$ cat config.mk
export PLATFORM = sky130hd
export DESIGN_NAME = cmbi_top
export DESIGN_NICKNAME = d
export VERILOG_FILES = /design/src/common/cmbi_pkg.sv /design/src/rtl/cmbi_top.sv
export VERILOG_INCLUDE_DIRS = /design/src /design/src/common
export SDC_FILE = /design/constraint.sdc
export NUM_CORES = 1
export LEC_CHECK = 0
export ABC_AREA = 1
export BUFFER_PORTS_ARGS = -buffer_cell sky130_fd_sc_hd__buf_2
export CAP_MARGIN = 20
export CORE_MARGIN = 2
export CORE_UTILIZATION = 50
export CTS_CLUSTER_SIZE = 14
export DETAILED_ROUTE_END_ITERATION = 10
export PLACE_DENSITY = 0.74
export SYNTH_ARGS = -nofsm -noshare
export SYNTH_HDL_FRONTEND = slang
export SYNTH_SLANG_ARGS = --single-unit
$ cat constraint.sdc
create_clock -name clock -period 1.8 [get_ports clock]
set_input_delay 0.18 -clock clock [delete_from_list [all_inputs] [get_ports clock]]
set_output_delay 0.18 -clock clock [all_outputs]
set_load 0.01 [all_outputs]
$ cat src/common/cmbi_map.svh
// Constants for the processor bus interface block.
// Assumes inclusion by the package, the top module and the bench top only.
`ifndef CMBI_MAP_SVH
`define CMBI_MAP_SVH
`define CMBI_ADDR_W        15
`define CMBI_DATA_W        16
`define CMBI_LVL_W         4
`define CMBI_RESET_VEC     15'h0000
`define CMBI_LOAD_VEC      15'h7ffe
`define CMBI_INT_VEC_BASE  15'h0000
`define CMBI_RESET_PC      15'h0000
`define CMBI_SER_LD        4'h1
`define CMBI_SER_SB1       4'h2
`define CMBI_SER_SB0       4'h3
// 3.0 MHz bus cycle derived from a 250 MHz clock, at least one cycle
`define CMBI_CLK_MHZ       250
`define CMBI_BUS_MHZ_X10   30
`define CMBI_PHASE_CYC \
  ((`CMBI_CLK_MHZ*10+4*`CMBI_BUS_MHZ_X10-1)/(4*`CMBI_BUS_MHZ_X10))
`endif

$ cat src/common/cmbi_pkg.sv
// Types for the processor bus interface block.
// Assumes cmbi_map.svh is on the include path.
`include "cmbi_map.svh"
package cmbi_pkg;
  typedef enum logic [2:0] {
    CMBI_IDLE  = 3'b000,
    CMBI_ADDR  = 3'b001,
    CMBI_XFER  = 3'b011,
    CMBI_DONE  = 3'b010,
    CMBI_HOLD  = 3'b110,
    CMBI_SER   = 3'b111,
    CMBI_RST   = 3'b101
  } cmbi_state_t;

  typedef struct packed {
    logic                    valid;
    logic                    write;
    logic                    fetch;
    logic [`CMBI_ADDR_W-1:0] addr;
    logic [`CMBI_DATA_W-1:0] wdata;
  } cmbi_req_t;

  typedef struct packed {
    logic                    mem_cycle_enable;
    logic                    data_in_strobe;
    logic                    write_enable;
    logic                    wait_flag;
    logic                    bus_grant_ack;
    logic                    instr_fetch_flag;
    logic                    addr_oe;
    logic                    data_oe;
    logic [`CMBI_ADDR_W-1:0] addr;
    logic [`CMBI_DATA_W-1:0] data;
  } cmbi_bus_t;

  typedef struct packed {
    logic                    start;
    logic [`CMBI_LVL_W-1:0]  kind;
    logic [`CMBI_ADDR_W-1:0] addr;
    logic                    bit_val;
  } cmbi_ser_req_t;

  typedef struct packed {
    logic                    serial_out_bit;
    logic                    serial_strobe;
    logic [`CMBI_ADDR_W-1:0] addr;
  } cmbi_ser_t;

  typedef struct packed {
    cmbi_state_t             st;
    logic [7:0]              phase;
    logic [1:0]              tick;
    logic                    released;
    logic                    pend_rst;
    logic                    pend_nmi;
    logic                    load_prev;
    logic                    status_clr;
    logic                    req_done;
    logic                    ser_done;
    logic [`CMBI_DATA_W-1:0] rdata;
    logic                    ser_in;
    logic [`CMBI_LVL_W-1:0]  irq_level;
    logic                    irq_seen;
    logic [`CMBI_ADDR_W-1:0] vec;
    logic                    vec_pulse;
    cmbi_req_t               cur;
    cmbi_ser_req_t           ser;
    cmbi_bus_t               bus;
    cmbi_ser_t               sio;
  } cmbi_state_rec_t;
endpackage : cmbi_pkg

$ cat src/rtl/cmbi_top.sv
// Bus interface unit of a 16-bit processor: memory cycles, hold, serial
// unit strobes, reset and interrupt entry. Assumes the core issues one
// request at a time and holds it until its done pulse.
`timescale 1ns/1ps
`include "cmbi_map.svh"

// Notes on behaviour
// - Wait output stays high while a cycle stalls for memory ready.
// - Load input rising forces non-maskable interrupt through fixed vector.
// - Hold-acknowledge high while sitting in hold state.
// - In reset stay idle; on release run interrupt entry, clear status, start.
// - Instruction-fetch flag high during fetch bus cycles.
// - Data-in strobe lets memory drive; memory drives only while strobe high.
// - Serial output bit presented during load, set-one, set-zero operations.
// - Serial strobe pulses when outside logic samples bit or decodes address.
// - Write-enable asserted when data is to be written to memory.
// - Memory-enable high whenever the address bus carries a memory address.
// - Read: address out, data-in and memory-enable high, write-enable low.
// - During reads the data bus drivers are off.
// - Write: enable and write-enable high, data-in low, address and data held.
// - Tri-state 15-bit address bus and 16-bit bidirectional data bus.
// - Bus sequencing runs at no more than the 3.0 MHz maximum rate.
module cmbi_top #(
  parameter int PHASE_CYC = `CMBI_PHASE_CYC
) (
  input  wire logic                    clock,
  input  wire logic                    rstn,
  input  wire cmbi_pkg::cmbi_req_t     core_req,
  output logic                         core_done,
  output logic [`CMBI_DATA_W-1:0]      core_rdata,
  input  wire cmbi_pkg::cmbi_ser_req_t ser_req,
  output logic                         ser_done,
  output logic                         ser_in_val,
  output logic                         vec_take,
  output logic [`CMBI_ADDR_W-1:0]      vec_addr,
  output logic                         status_clear,
  output logic [`CMBI_LVL_W-1:0]       irq_level,
  output logic                         irq_pending,
  output cmbi_pkg::cmbi_bus_t          bus,
  output cmbi_pkg::cmbi_ser_t          sio,
  input  wire logic [`CMBI_DATA_W-1:0] data_i,
  input  wire logic                    ready,
  input  wire logic                    hold,
  input  wire logic                    load,
  input  wire logic                    reset_in,
  input  wire logic                    irq_in,
  input  wire logic                    irq_level_msb,
  input  wire logic                    irq_level_b1,
  input  wire logic                    irq_level_b2,
  input  wire logic                    irq_level_lsb,
  input  wire logic                    serial_in_bit
);
  import cmbi_pkg::*;

  // ==========================================================
  // Pin synchronisers
  // ==========================================================
  localparam int NS = 9;
  logic [NS-1:0] s1_q;
  logic [NS-1:0] s2_q;
  logic [NS-1:0] pins;
  assign pins = {ready, hold, load, reset_in, irq_in, irq_level_msb,
                 irq_level_b1, irq_level_b2, irq_level_lsb};
  always_ff @(posedge clock or negedge rstn) begin
    if (!rstn) begin
      s1_q <= '0;
      s2_q <= '0;
    end else begin
      s1_q <= pins;
      s2_q <= s1_q;
    end
  end
  logic s_rdy, s_hold, s_load, s_rst, s_irq;
  logic [`CMBI_LVL_W-1:0] s_lvl;
  assign s_rdy  = s2_q[8];
  assign s_hold = s2_q[7];
  assign s_load = s2_q[6];
  assign s_rst  = s2_q[5];
  assign s_irq  = s2_q[4];
  assign s_lvl  = s2_q[3:0];

  // Data bus is sampled every clock through two flops, whatever the strobe
  logic [`CMBI_DATA_W-1:0] d1_q, d2_q;
  logic                    sin1_q, sin2_q;
  always_ff @(posedge clock or negedge rstn) begin
    if (!rstn) begin
      d1_q   <= '0;
      d2_q   <= '0;
      sin1_q <= 1'b0;
      sin2_q <= 1'b0;
    end else begin
      d1_q   <= data_i;
      d2_q   <= d1_q;
      sin1_q <= serial_in_bit;
      sin2_q <= sin1_q;
    end
  end

  function automatic logic phase_end(input logic [7:0] ph, input int n);
    return ph == 8'(n - 1);
  endfunction : phase_end

  // ==========================================================
  // State
  // ==========================================================
  cmbi_state_rec_t r_q, r_d;

  always_comb begin
    r_d = r_q;
    r_d.req_done  = 1'b0;
    r_d.ser_done  = 1'b0;
    r_d.vec_pulse = 1'b0;
    r_d.status_clr = 1'b0;
    r_d.sio.serial_strobe = 1'b0;
    r_d.load_prev = s_load;
    r_d.irq_level = s_lvl;
    r_d.irq_seen  = s_irq;
    r_d.phase = phase_end(r_q.phase, PHASE_CYC) ? 8'h00 : r_q.phase + 8'h01;
    if (s_rst) begin
      r_d.st = CMBI_RST;
      r_d.pend_rst = 1'b1;
      r_d.bus = '0;
      r_d.phase = 8'h00;
    end else if (phase_end(r_q.phase, PHASE_CYC)) begin
      case (r_q.st)
        CMBI_RST: begin
          r_d.st = CMBI_IDLE;
        end
        CMBI_IDLE: begin
          r_d.bus.wait_flag = 1'b0;
          if (r_q.pend_rst) begin
            r_d.pend_rst   = 1'b0;
            r_d.status_clr = 1'b1;
            r_d.vec        = `CMBI_RESET_VEC;
            r_d.vec_pulse  = 1'b1;
            r_d.pend_nmi   = 1'b0;
          end else if (r_q.pend_nmi) begin
            r_d.pend_nmi  = 1'b0;
            r_d.vec       = `CMBI_LOAD_VEC;
            r_d.vec_pulse = 1'b1;
          end else if (s_hold) begin
            r_d.bus.addr_oe = 1'b0;
            r_d.bus.data_oe = 1'b0;
            r_d.st = CMBI_HOLD;
          end else if (ser_req.start) begin
            r_d.ser = ser_req;
            r_d.sio.addr = ser_req.addr;
            r_d.sio.serial_out_bit = ser_req.bit_val;
            r_d.st = CMBI_SER;
          end else if (core_req.valid) begin
            r_d.cur = core_req;
            r_d.bus.addr = core_req.addr;
            r_d.bus.addr_oe = 1'b1;
            r_d.bus.mem_cycle_enable = 1'b1;
            r_d.bus.instr_fetch_flag = core_req.fetch;
            r_d.bus.data_in_strobe = !core_req.write;
            r_d.bus.write_enable = 1'b0;
            r_d.bus.data = core_req.wdata;
            r_d.bus.data_oe = core_req.write;
            r_d.st = CMBI_ADDR;
          end
        end
        CMBI_ADDR: begin
          r_d.bus.write_enable = r_q.cur.write;
          r_d.st = CMBI_XFER;
        end
        CMBI_XFER: begin
          if (s_rdy) begin
            r_d.bus.wait_flag = 1'b0;
            r_d.st = CMBI_DONE;
          end else begin
            r_d.bus.wait_flag = 1'b1;
          end
        end
        CMBI_DONE: begin
          if (!r_q.cur.write)
            r_d.rdata = d2_q;
          r_d.req_done = 1'b1;
          r_d.bus = '0;
          r_d.bus.addr = r_q.bus.addr;
          r_d.st = CMBI_IDLE;
        end
        CMBI_HOLD: begin
          r_d.bus.bus_grant_ack = s_hold;
          if (!s_hold && !r_q.bus.bus_grant_ack)
            r_d.st = CMBI_IDLE;
        end
        CMBI_SER: begin
          // One strobe per bit; core sequences multi-bit loads
          r_d.sio.serial_strobe = 1'b1;
          r_d.ser_in   = sin2_q;
          r_d.ser_done = 1'b1;
          r_d.st = CMBI_IDLE;
        end
        default: r_d.st = CMBI_IDLE;
      endcase
    end
    // Set after the clears above so a load edge in the cycle of a clear is kept; an edge during reset is dropped at reset entry
    if (s_load && !r_q.load_prev)
      r_d.pend_nmi = 1'b1;
  end

  always_ff @(posedge clock or negedge rstn) begin
    if (!rstn) begin
      r_q <= '0;
      r_q.st <= CMBI_RST;
      r_q.pend_rst <= 1'b1;
    end else begin
      r_q <= r_d;
    end
  end

  // ==========================================================
  // Outputs
  // ==========================================================
  assign bus          = r_q.bus;
  assign sio          = r_q.sio;
  assign core_done    = r_q.req_done;
  assign core_rdata   = r_q.rdata;
  assign ser_done     = r_q.ser_done;
  assign ser_in_val   = r_q.ser_in;
  assign vec_take     = r_q.vec_pulse;
  assign vec_addr     = r_q.vec;
  assign status_clear = r_q.status_clr;
  assign irq_level    = r_q.irq_level;
  assign irq_pending  = r_q.irq_seen;
endmodule : cmbi_top

## After elaboration in Yosys (flattened, before gate mapping)

Cells that the tools add are included.
Widths: inputs -> output; s select.

| storage, ports and cells | value |
|---|---|
| bits of input ports | 83 |
| memories kept | 0 |
| memory bits (read-only) | 0 |
| output and inout bits | 97 |
| flip-flop bits (word level) | 202 |
| bits in writable memories | 0 |
| latch bits | 0 |

| operators by class | value |
|---|---|
| multiplexer cells | 61 |
| bitwise logic cells | 6 |
| equality and inequality tests | 22 |
| divide/modulo/power cells | 0 |
| add/subtract/negate cells | 1 |
| $mul | 0 |
| reduce and logical (&&, ||, !) cells | 32 |
| $lt $le $gt $ge | 0 |
| shift operators | 0 |

Operators by type and width:

| cell | number |
|---|---|
| $mux 58 | 3 |
| $mux 34 | 4 |
| $mux 112 | 1 |
| $mux 56 | 2 |
| $mux 16 | 5 |
| $mux 15 | 5 |
| $mux 35 | 2 |
| $pmux 34 s2 | 1 |
| $mux 20 | 2 |
| $mux 39 | 1 |
| $mux 3 | 11 |
| $mux 32 | 1 |
| $mux 21 | 1 |
| $ne 3x3->1 const B | 7 |
| $reduce_and 7->1 | 3 |
| $mux 8 | 2 |
| $reduce_and 8->1 | 2 |
| $mux 1 | 12 |
| $pmux 3 s4 | 1 |
| $reduce_and 6->1 | 2 |
| $reduce_bool 2->1 | 6 |
| $reduce_bool 3->1 | 3 |
| $add 8x1->8 const B | 1 |
| $eq 8x5->1 const B | 1 |
| other kinds (20) | 43 |

## Depth between registers and ports, before layout

Gate-level depths: netlist of run 1.

| logic depth | value |
|---|---|
| word-level depth | 9 |
| mapped depth | 11 |

## Least setup slack after synthesis of run 1

Ideal clock, no wire load.

| path | value |
|---|---|
| path type | register to register |
| start point | reg r_q[158] (netlist bit) |
| end point | reg r_q, in the netlist core_rdata[10] |
| slack | 0.259 ns |
| cell stages (with the launch flop) | 11 |
| library setup time | 0.117 ns |
| arrival | 1.424 ns |
| buffers on the path | 1 |
| cell sequence | dfrtp_1 > inv_1 > ha_1 > inv_1 > nor2_4 > nand3_2 > nor2_4 > nand2_2 > buf_2 > nand2_1 > nand2_1 |

| between the ends | value |
|---|---|
| cells in the longest elaborated chain, start to end | 2 |

RTL lines:

| what | RTL line | RTL |
|---|---|---|
| start: declaration | cmbi_top.sv:106 | `cmbi_state_rec_t r_q, r_d;` |
| start signal: assignment | cmbi_top.sv:209 | `r_q <= r_d;` |
| $eq 8x5->1 | cmbi_top.sv:100 | `return ph == 8'(n - 1);` |
| $reduce_and 4->1 (no line) | -- |  |

No other way between the ends.
A chain may end at the register's enable or synchronous reset.

## Final worst setup path of run 1

| path | value |
|---|---|
| start point | reg r_q[158] (netlist bit) |
| end point | reg r_q, in the netlist sio[1] |

| between the ends | value |
|---|---|
| cells in the longest elaborated chain, start to end | 2 |

RTL lines:

| what | RTL line |
|---|---|
| $eq 8x5->1 | cmbi_top.sv:100 |
| $reduce_and 7->1 (no line) | -- |

No other way between the ends.

==> summary.txt, run 1 <==
Synth
  • Synth top area cells: dfrtp_1, buf_4, nand2_1
  • Ys flop type: dfrtp_1
  • Synth cell types: 32
  • Synth Area in Compound Gates: 0.0252
  • Avg Inst Size Synth: 9.35 µm²
  • Post-synth EDFFs: 0
  • Top cell type's share of synthesized area: 0.541
  • XOR/XNOR Fraction of Synth Area: 0.00130
  • Synth area leader: dfrtp_1
  • Syn Std Cell Area: 6760 µm²
  • Synth async-reset ratio: 1.00
  • Seq/Total Area, Yosys: 0.552
  • Syn nets: between 800 and 900
  • Main combinational cell family by area after synthesis: simple AND/OR/NAND/NOR gates
  • Multiplexer area fraction after synthesis: 0
  • Post-synthesis simple-gate area fraction: 0.244
  • Gate Count Post-Synth: 723
  • Syn. warnings: 0
  • Adder-Cell Fraction of Synth Area: 0.00370
  • Yosys reg bits: 149

Global route
  • Number of global-route vias before repair: between 4000 and 5000
  • Antenna violations before repair: 1
  • Largest net degree at the start of global routing: 44
  • GRT Total Usage: 0.206
  • Total gr overflow: 0
  • First-pass GRT wire length: about 23000 µm

Timing
  • Fmax: 612 MHz
  • # setup viols final: 0
  • Setup_tns: 0 ns
  • Final worst path period share: 0.908
  • Final hold vios: 0
  • Min setup slack post-route: ~0.17 ns
  • Layout Skew: 0.00970 ns
  • Min Tclk post-route: 1.63 ns
  • Max Slew Vio Count: 0

Floorplan
  • Core ar.: 13200 µm²
  • Initial Utilization: 0.510
  • Die H: 120 µm
  • Die ar.: 14500 µm²
  • I/O pins: 180
  • Row cnt: 42
  • Die Width: 120 µm

Drt
  • WL per Instance: 13.3 µm
  • Remaining DRCs: 0
  • Vias: between 5000 and 6000
  • Antenna Nets Post-Route: 0
  • Initial DRC count: between 200 and 250
  • Post-Route WL: 13900 µm
  • Vias per inst: between 4 and 5
  • Router iterations before antenna repair: 5

Clock tree
  • Worst skew pair latency: 0.42 ns
  • Worst-path clk slew: 0.06 ns
  • CTS root buffer: clkbuf_16
  • CTS tree: done
  • Maximum clock insertion buffer count: 2
  • H-tree depth: 4
  • Clk sinks: roughly 150
  • CTS Buf Count: 17

Placement
  • GP Congestion: between 0.8 and 0.9
  • DP Wirelength: 8840 µm
  • Port bufs: 174
  • Placed Area: 7190 µm²
  • Dpl ws: 0.0674 ns

Setup path
  • Kind of critical path: reg2reg
  • R2r startpoint: r_q[158]
  • Worst setup path startpoint: r_q[158]
  • Critical path data arrival time: 1.94 ns
  • CP startpoint kind: flop
  • Crit. End Element: flop
  • CP Max Fanout: 32
  • Critical Path RT: approximately 2.1 ns

Worst hold path
  • HP Class: in2reg
  • HP Start: core_req[32]

Layout
  • Layout cells sized above 1: 0.305
  • Syn-to-layout area delta: 21.9%
  • Diodes inserted: 0
  • Nets: 944
  • Fin area: 8240 µm²

Power and ir drop
  • VDD IR max: 0.652 mV
  • Leakage: 4.42 nW
  • PwrDens: 974 nW/µm²

Job
  • Max-cap violations: 0

Outcome
  • Run status: complete, no violations
-- repair_timing --
item / in CTS / in global routing
hold buffers: 43 / 0
resized for setup: 0 / 4
endpoints found under the hold margin: 80 / 0
endpoints found under the setup margin: 0 / 38
buffers inserted: 0 / 2
-- worst paths after layout --
path	slack, ns	to	cells after the start
worst max-delay path	0.17	sio[1]	10
worst min-delay path	0.06	r_q[109]	3
worst max register to register	0.17	sio[1]	10
worst min register to register	0.34	d2_q[13]	0
max in group asynchronous	0.87	bus[18]	3
min in group asynchronous	0.24	bus[29]	2
-- kinds of logic after synthesis --
kind of cell             Yosys count
AO/OA/AOI/OAI                     34
XOR/XNOR                           1
adder cells (fa/ha/maj)            2
buffers and inverters            200
flip-flops                       149
other                              1
AND/OR/NAND/NOR                  336
-- routing by layer --
metal  GRT usage  routed length, µm  vias up
met2       0.333               6730      173
met1       0.259               5940     2336
met3      0.0566                908       30
met4      0.0930                334        2
li1            -                  -     2464
met5           0                 17        -
-- metrics by stage --
stage | utilization | cells | hold WS (ns) | power (W)
3_3_place_gp | 0.543 | 971 | 0.127 | 0.00449
3_5_place_dp | 0.543 | 971 | 0.132 | 0.00450
4_1_cts | 0.619 | 1045 | 0.0374 | 0.00806
5_1_grt | 0.622 | 1047 | 0.0622 | 0.00840
6_report | 0.622 | 1047 | 0.0591 | 0.00802
2_1_floorplan | - | 723 | -0.116 | 0.00426
-- flip-flops by register name (all words and copies together) (netlist names) --
signal and count:
vec_take 1, core_done 1, ser_done 1, sio 16
sin1_q 1, irq_level 4, d2_q 16, vec_addr 1
sin2_q 1, ser_in_val 1, d1_q 16, bus 39
s2_q 9, irq_pending 1, s1_q 9, status_clear 1
r_q 15, core_rdata 16
-- Yosys cell counts (5+ instances only) --
cell type	count
inv_1	70
buf_4	92
nor2_1	23
buf_6	7
nand4_1	18
nand3_1	53
clkbuf_1	6
dfrtp_1	146
nor3_1	36
nand2_4	5
o21ai_1	19
buf_2	15
inv_2	7
o21ai_0	12
nand2_1	176
nand3_2	12
-- area by class of cell --
| cell class | count | area, µm² |
|---|---|---|
| Clock buffer | 18 | 429 |
| Clock inverter | 13 | 149 |
| Fill cell | 1133 | 5000 |
| Inverter | 80 | 303 |
| Multi-Input combinational cell | 374 | 1870 |
| Sequential cell | 149 | 3730 |
| Tap cell | 176 | 220 |
| Timing Repair Buffer | 237 | 1530 |
-- layout by cell type, fill, tap and decap left out, types with 2 or more instances in the layout --
cell	n
nand2_1	176
buf_2	173
dfrtp_1	146
inv_1	70
nand3_1	53
dlygate4sd3_1	43
nor3_1	36
nor2_1	22
o21ai_1	18
nand4_1	18
clkbuf_16	17
buf_4	14
o21ai_0	12
nand3_2	11
inv_2	7
nand2_4	6
buf_12	6
inv_6	4
nor2_4	3
a21oi_1	3
dfstp_2	3
nand3_4	2
nor2_2	2
clkinv_1	2
nor2_8	2
ha_1	2
clkinvlp_4	2
bufinv_16	2
clkinv_2	2
clkinv_4	2
-- power by group --
part / internal, W / leakage [nW] / total [W] / switching [W]
clock network: 0.00206 / 0.279 / 0.00346 / 0.00140
registers: 0.00347 / 1.85 / 0.00360 / 0.000126
logic: 0.000356 / 2.29 / 0.000965 / 0.000610
total: 0.00589 / 4.42 / 0.00802 / 0.00214
-- worst max-delay path: stages, from the launching register on --
cell,delay [ns]
dfrtp_1,0.41
inv_1,0.07
ha_1,0.14
inv_1,0.06
nor2_4,0.14
nand2_4,0.10
nor2_2,0.11
nand2_1,0.11
buf_12,0.19
o21ai_1,0.15
inv_1,0.05
No activity file was read; power rests on OpenSTA's default activity.
==> inputs of run 2 (changes only) <==
- CELL_PAD_IN_SITES_DETAIL_PLACEMENT: not set -> 1
- CELL_PAD_IN_SITES_GLOBAL_PLACEMENT: not set -> 1
- CORE_UTILIZATION: 50 -> 39
- PLACE_DENSITY: 0.74 -> 0.77
==> run 2 against run 1 <==
Sequential share of layout area decreased by 0.33 points. Clock-buffer cell count is 1 lower. Critical endpoint is now sio[6]. Combinational power grew 5%. Largest power group unchanged.
==> summary.txt, run 2 (same netlist as run 1, synthesis figures left out) <==
Drt
  • Router iterations before antenna repair: 4
  • Antenna Nets Post-Route: 0
  • Met1 Wirelength: ~6600 µm
  • Remaining DRCs: 0
  • WL per Instance: 14.8 µm
  • Vias per inst: 4.58
  • WL met3: roughly 930 µm
  • Routed wl met2: about 8500 µm
  • Top routing layer in use: met4
  • Initial DRC count: 146
  • Vias: roughly 5000
  • Post-Route WL: 16200 µm

Setup path
  • Crit. End Element: flop
  • CP most frequent cell: inv_1
  • Kind of critical path: reg2reg
  • WP buf/inv: 4
  • R2r startpoint: r_q[158]
  • CP startpoint kind: flop
  • Critical Path RT: 2.10 ns
  • Worst setup path startpoint: r_q[158]
  • Critical-path cell list: inv_1 > ha_1 > inv_1 > nor2_4 > nand2_4 > nor2_2 > nand2_1 > buf_12 > o21ai_1 > inv_1
  • Top Family by Delay on Critical Path: simple AND/OR/NAND/NOR gates
  • Crit path largest cell delay: 0.39 ns
  • Worst path slowest cell: dfrtp_1
  • CP Max Fanout: 32
  • Critical path data arrival time: 1.97 ns

Layout
  • Diodes inserted: 0
  • Syn-to-layout area delta: 22.8%
  • Layout cells sized above 1: 0.311
  • Fin util: 0.485
  • Flip-flop count of the largest register after layout: 39
  • Most common cell after layout, fill and taps aside: nand2_1
  • Layout fillers: ~2000
  • Nets: between 900 and 1000
  • Commonest non-fill, non-tap cells in the layout: nand2_1, buf_2, dfrtp_1, inv_1, nand3_1

Timing
  • RSZ-0062 raised after global routing: no
  • Final hold vios: 0
  • Max Slew Vio Count: 0
  • Hold WS: about 0.017 ns
  • Fmax: 601 MHz
  • Layout Skew: 0.00684 ns
  • Setup_tns: 0 ns
  • # setup viols final: 0
  • Min Tclk post-route: roughly 1.7 ns
  • Final worst path period share: 0.925

Global route
  • GRT Total Usage: 0.185
  • Antenna violations before repair: 0
  • First-pass GRT wire length: 26500 µm
  • Total gr overflow: 0
  • Largest net degree at the start of global routing: 53
  • Number of global-route vias before repair: around 5400

Placement
  • Port bufs: ~170
  • DP Wirelength: 10800 µm
  • GP Congestion: 0.816

Clock tree
  • Worst-path clk slew: 0.06 ns
  • Maximum clock insertion buffer count: 2
  • H-tree depth: 4
  • CTS Buf Count: 17
  • CTS root buffer: clkbuf_16
  • CTS tree: done
  • Worst skew pair latency: 0.42 ns
  • Clk sinks: 149

Floorplan
  • Die ar.: 18400 µm²
  • Core ar.: 17100 µm²
  • I/O pins: 180
  • Row cnt: 48
  • Die Width: 136 µm
  • Initial Utilization: 0.395
  • Die H: 136 µm

Worst hold path
  • HP Class: in2reg
  • HP Start: ser_req[13]

Job
  • Max-cap violations: 0

Power and ir drop
  • VDD IR max: 0.660 mV
  • Leakage: 4.43 nW
  • PwrDens: just under 1000 nW/µm²

Outcome
  • Run status: complete, no violations
run 2: power breakdown:
part / switching (W) / leakage [nW] / internal [W]
clock: 0.00155 / 0.283 / 0.00196
combinational: 0.000642 / 2.30 / 0.000370
sequential: 0.000113 / 1.85 / 0.00347
run 2: worst min-delay path: stages:
cell,delay [ns]
buf_2,0.09
o21ai_1,0.07
inv_1,0.06
run 2: final timing paths:
path	cells past startpoint	slack (ns)	endpoint
worst max-delay path	10	0.14	sio[6]
worst min-delay path	3	0.02	sio[12]
worst max register to register	10	0.14	sio[6]
worst min register to register	0	0.35	d2_q[0]
max in group asynchronous	3	0.88	ser_done
min in group asynchronous	2	0.23	sio[9]
run 2: area by class of cell:
| cell class | count | area, µm² | share of cell area |
|---|---|---|---|
| Sequential cell | 149 | 3730 | 0.450 |
| Inverter | 80 | 303 | 0.0365 |
| Tap cell | 225 | 282 | 0.0339 |
| Clock buffer | 17 | 425 | 0.0512 |
| Timing Repair Buffer | 239 | 1530 | 0.185 |
| Clock inverter | 15 | 156 | 0.0188 |
| Multi-Input combinational cell | 374 | 1870 | 0.225 |
run 2: repair_timing:
item / in CTS / in global routing
buffers inserted: 0 / 1
endpoints found under the hold margin: 74 / 0
endpoints found under the setup margin: 0 / 22
hold buffers: 42 / 0
gates resized for setup: 0 / 4
run 2: routing by layer:
metal,global-route usage,up-vias
met4,0.0515,0
met3,0.0554,21
met2,0.336,121
met1,0.210,2430
li1,-,2457
met5,0,-
run 2: metrics by stage:
step | std cells | power [W] | setup WS [ns] | area [µm²]
after floorplan | 723 | 0.00426 | 0.259 | 6760
after global placement | 1024 | 0.00457 | 0.186 | 7280
after detailed placement | 1024 | 0.00460 | 0.0878 | 7280
after CTS | 1098 | 0.00822 | 0.0743 | 8280
after global routing | 1099 | 0.00848 | 0.00188 | 8300
final | 1099 | 0.00811 | 0.136 | 8300
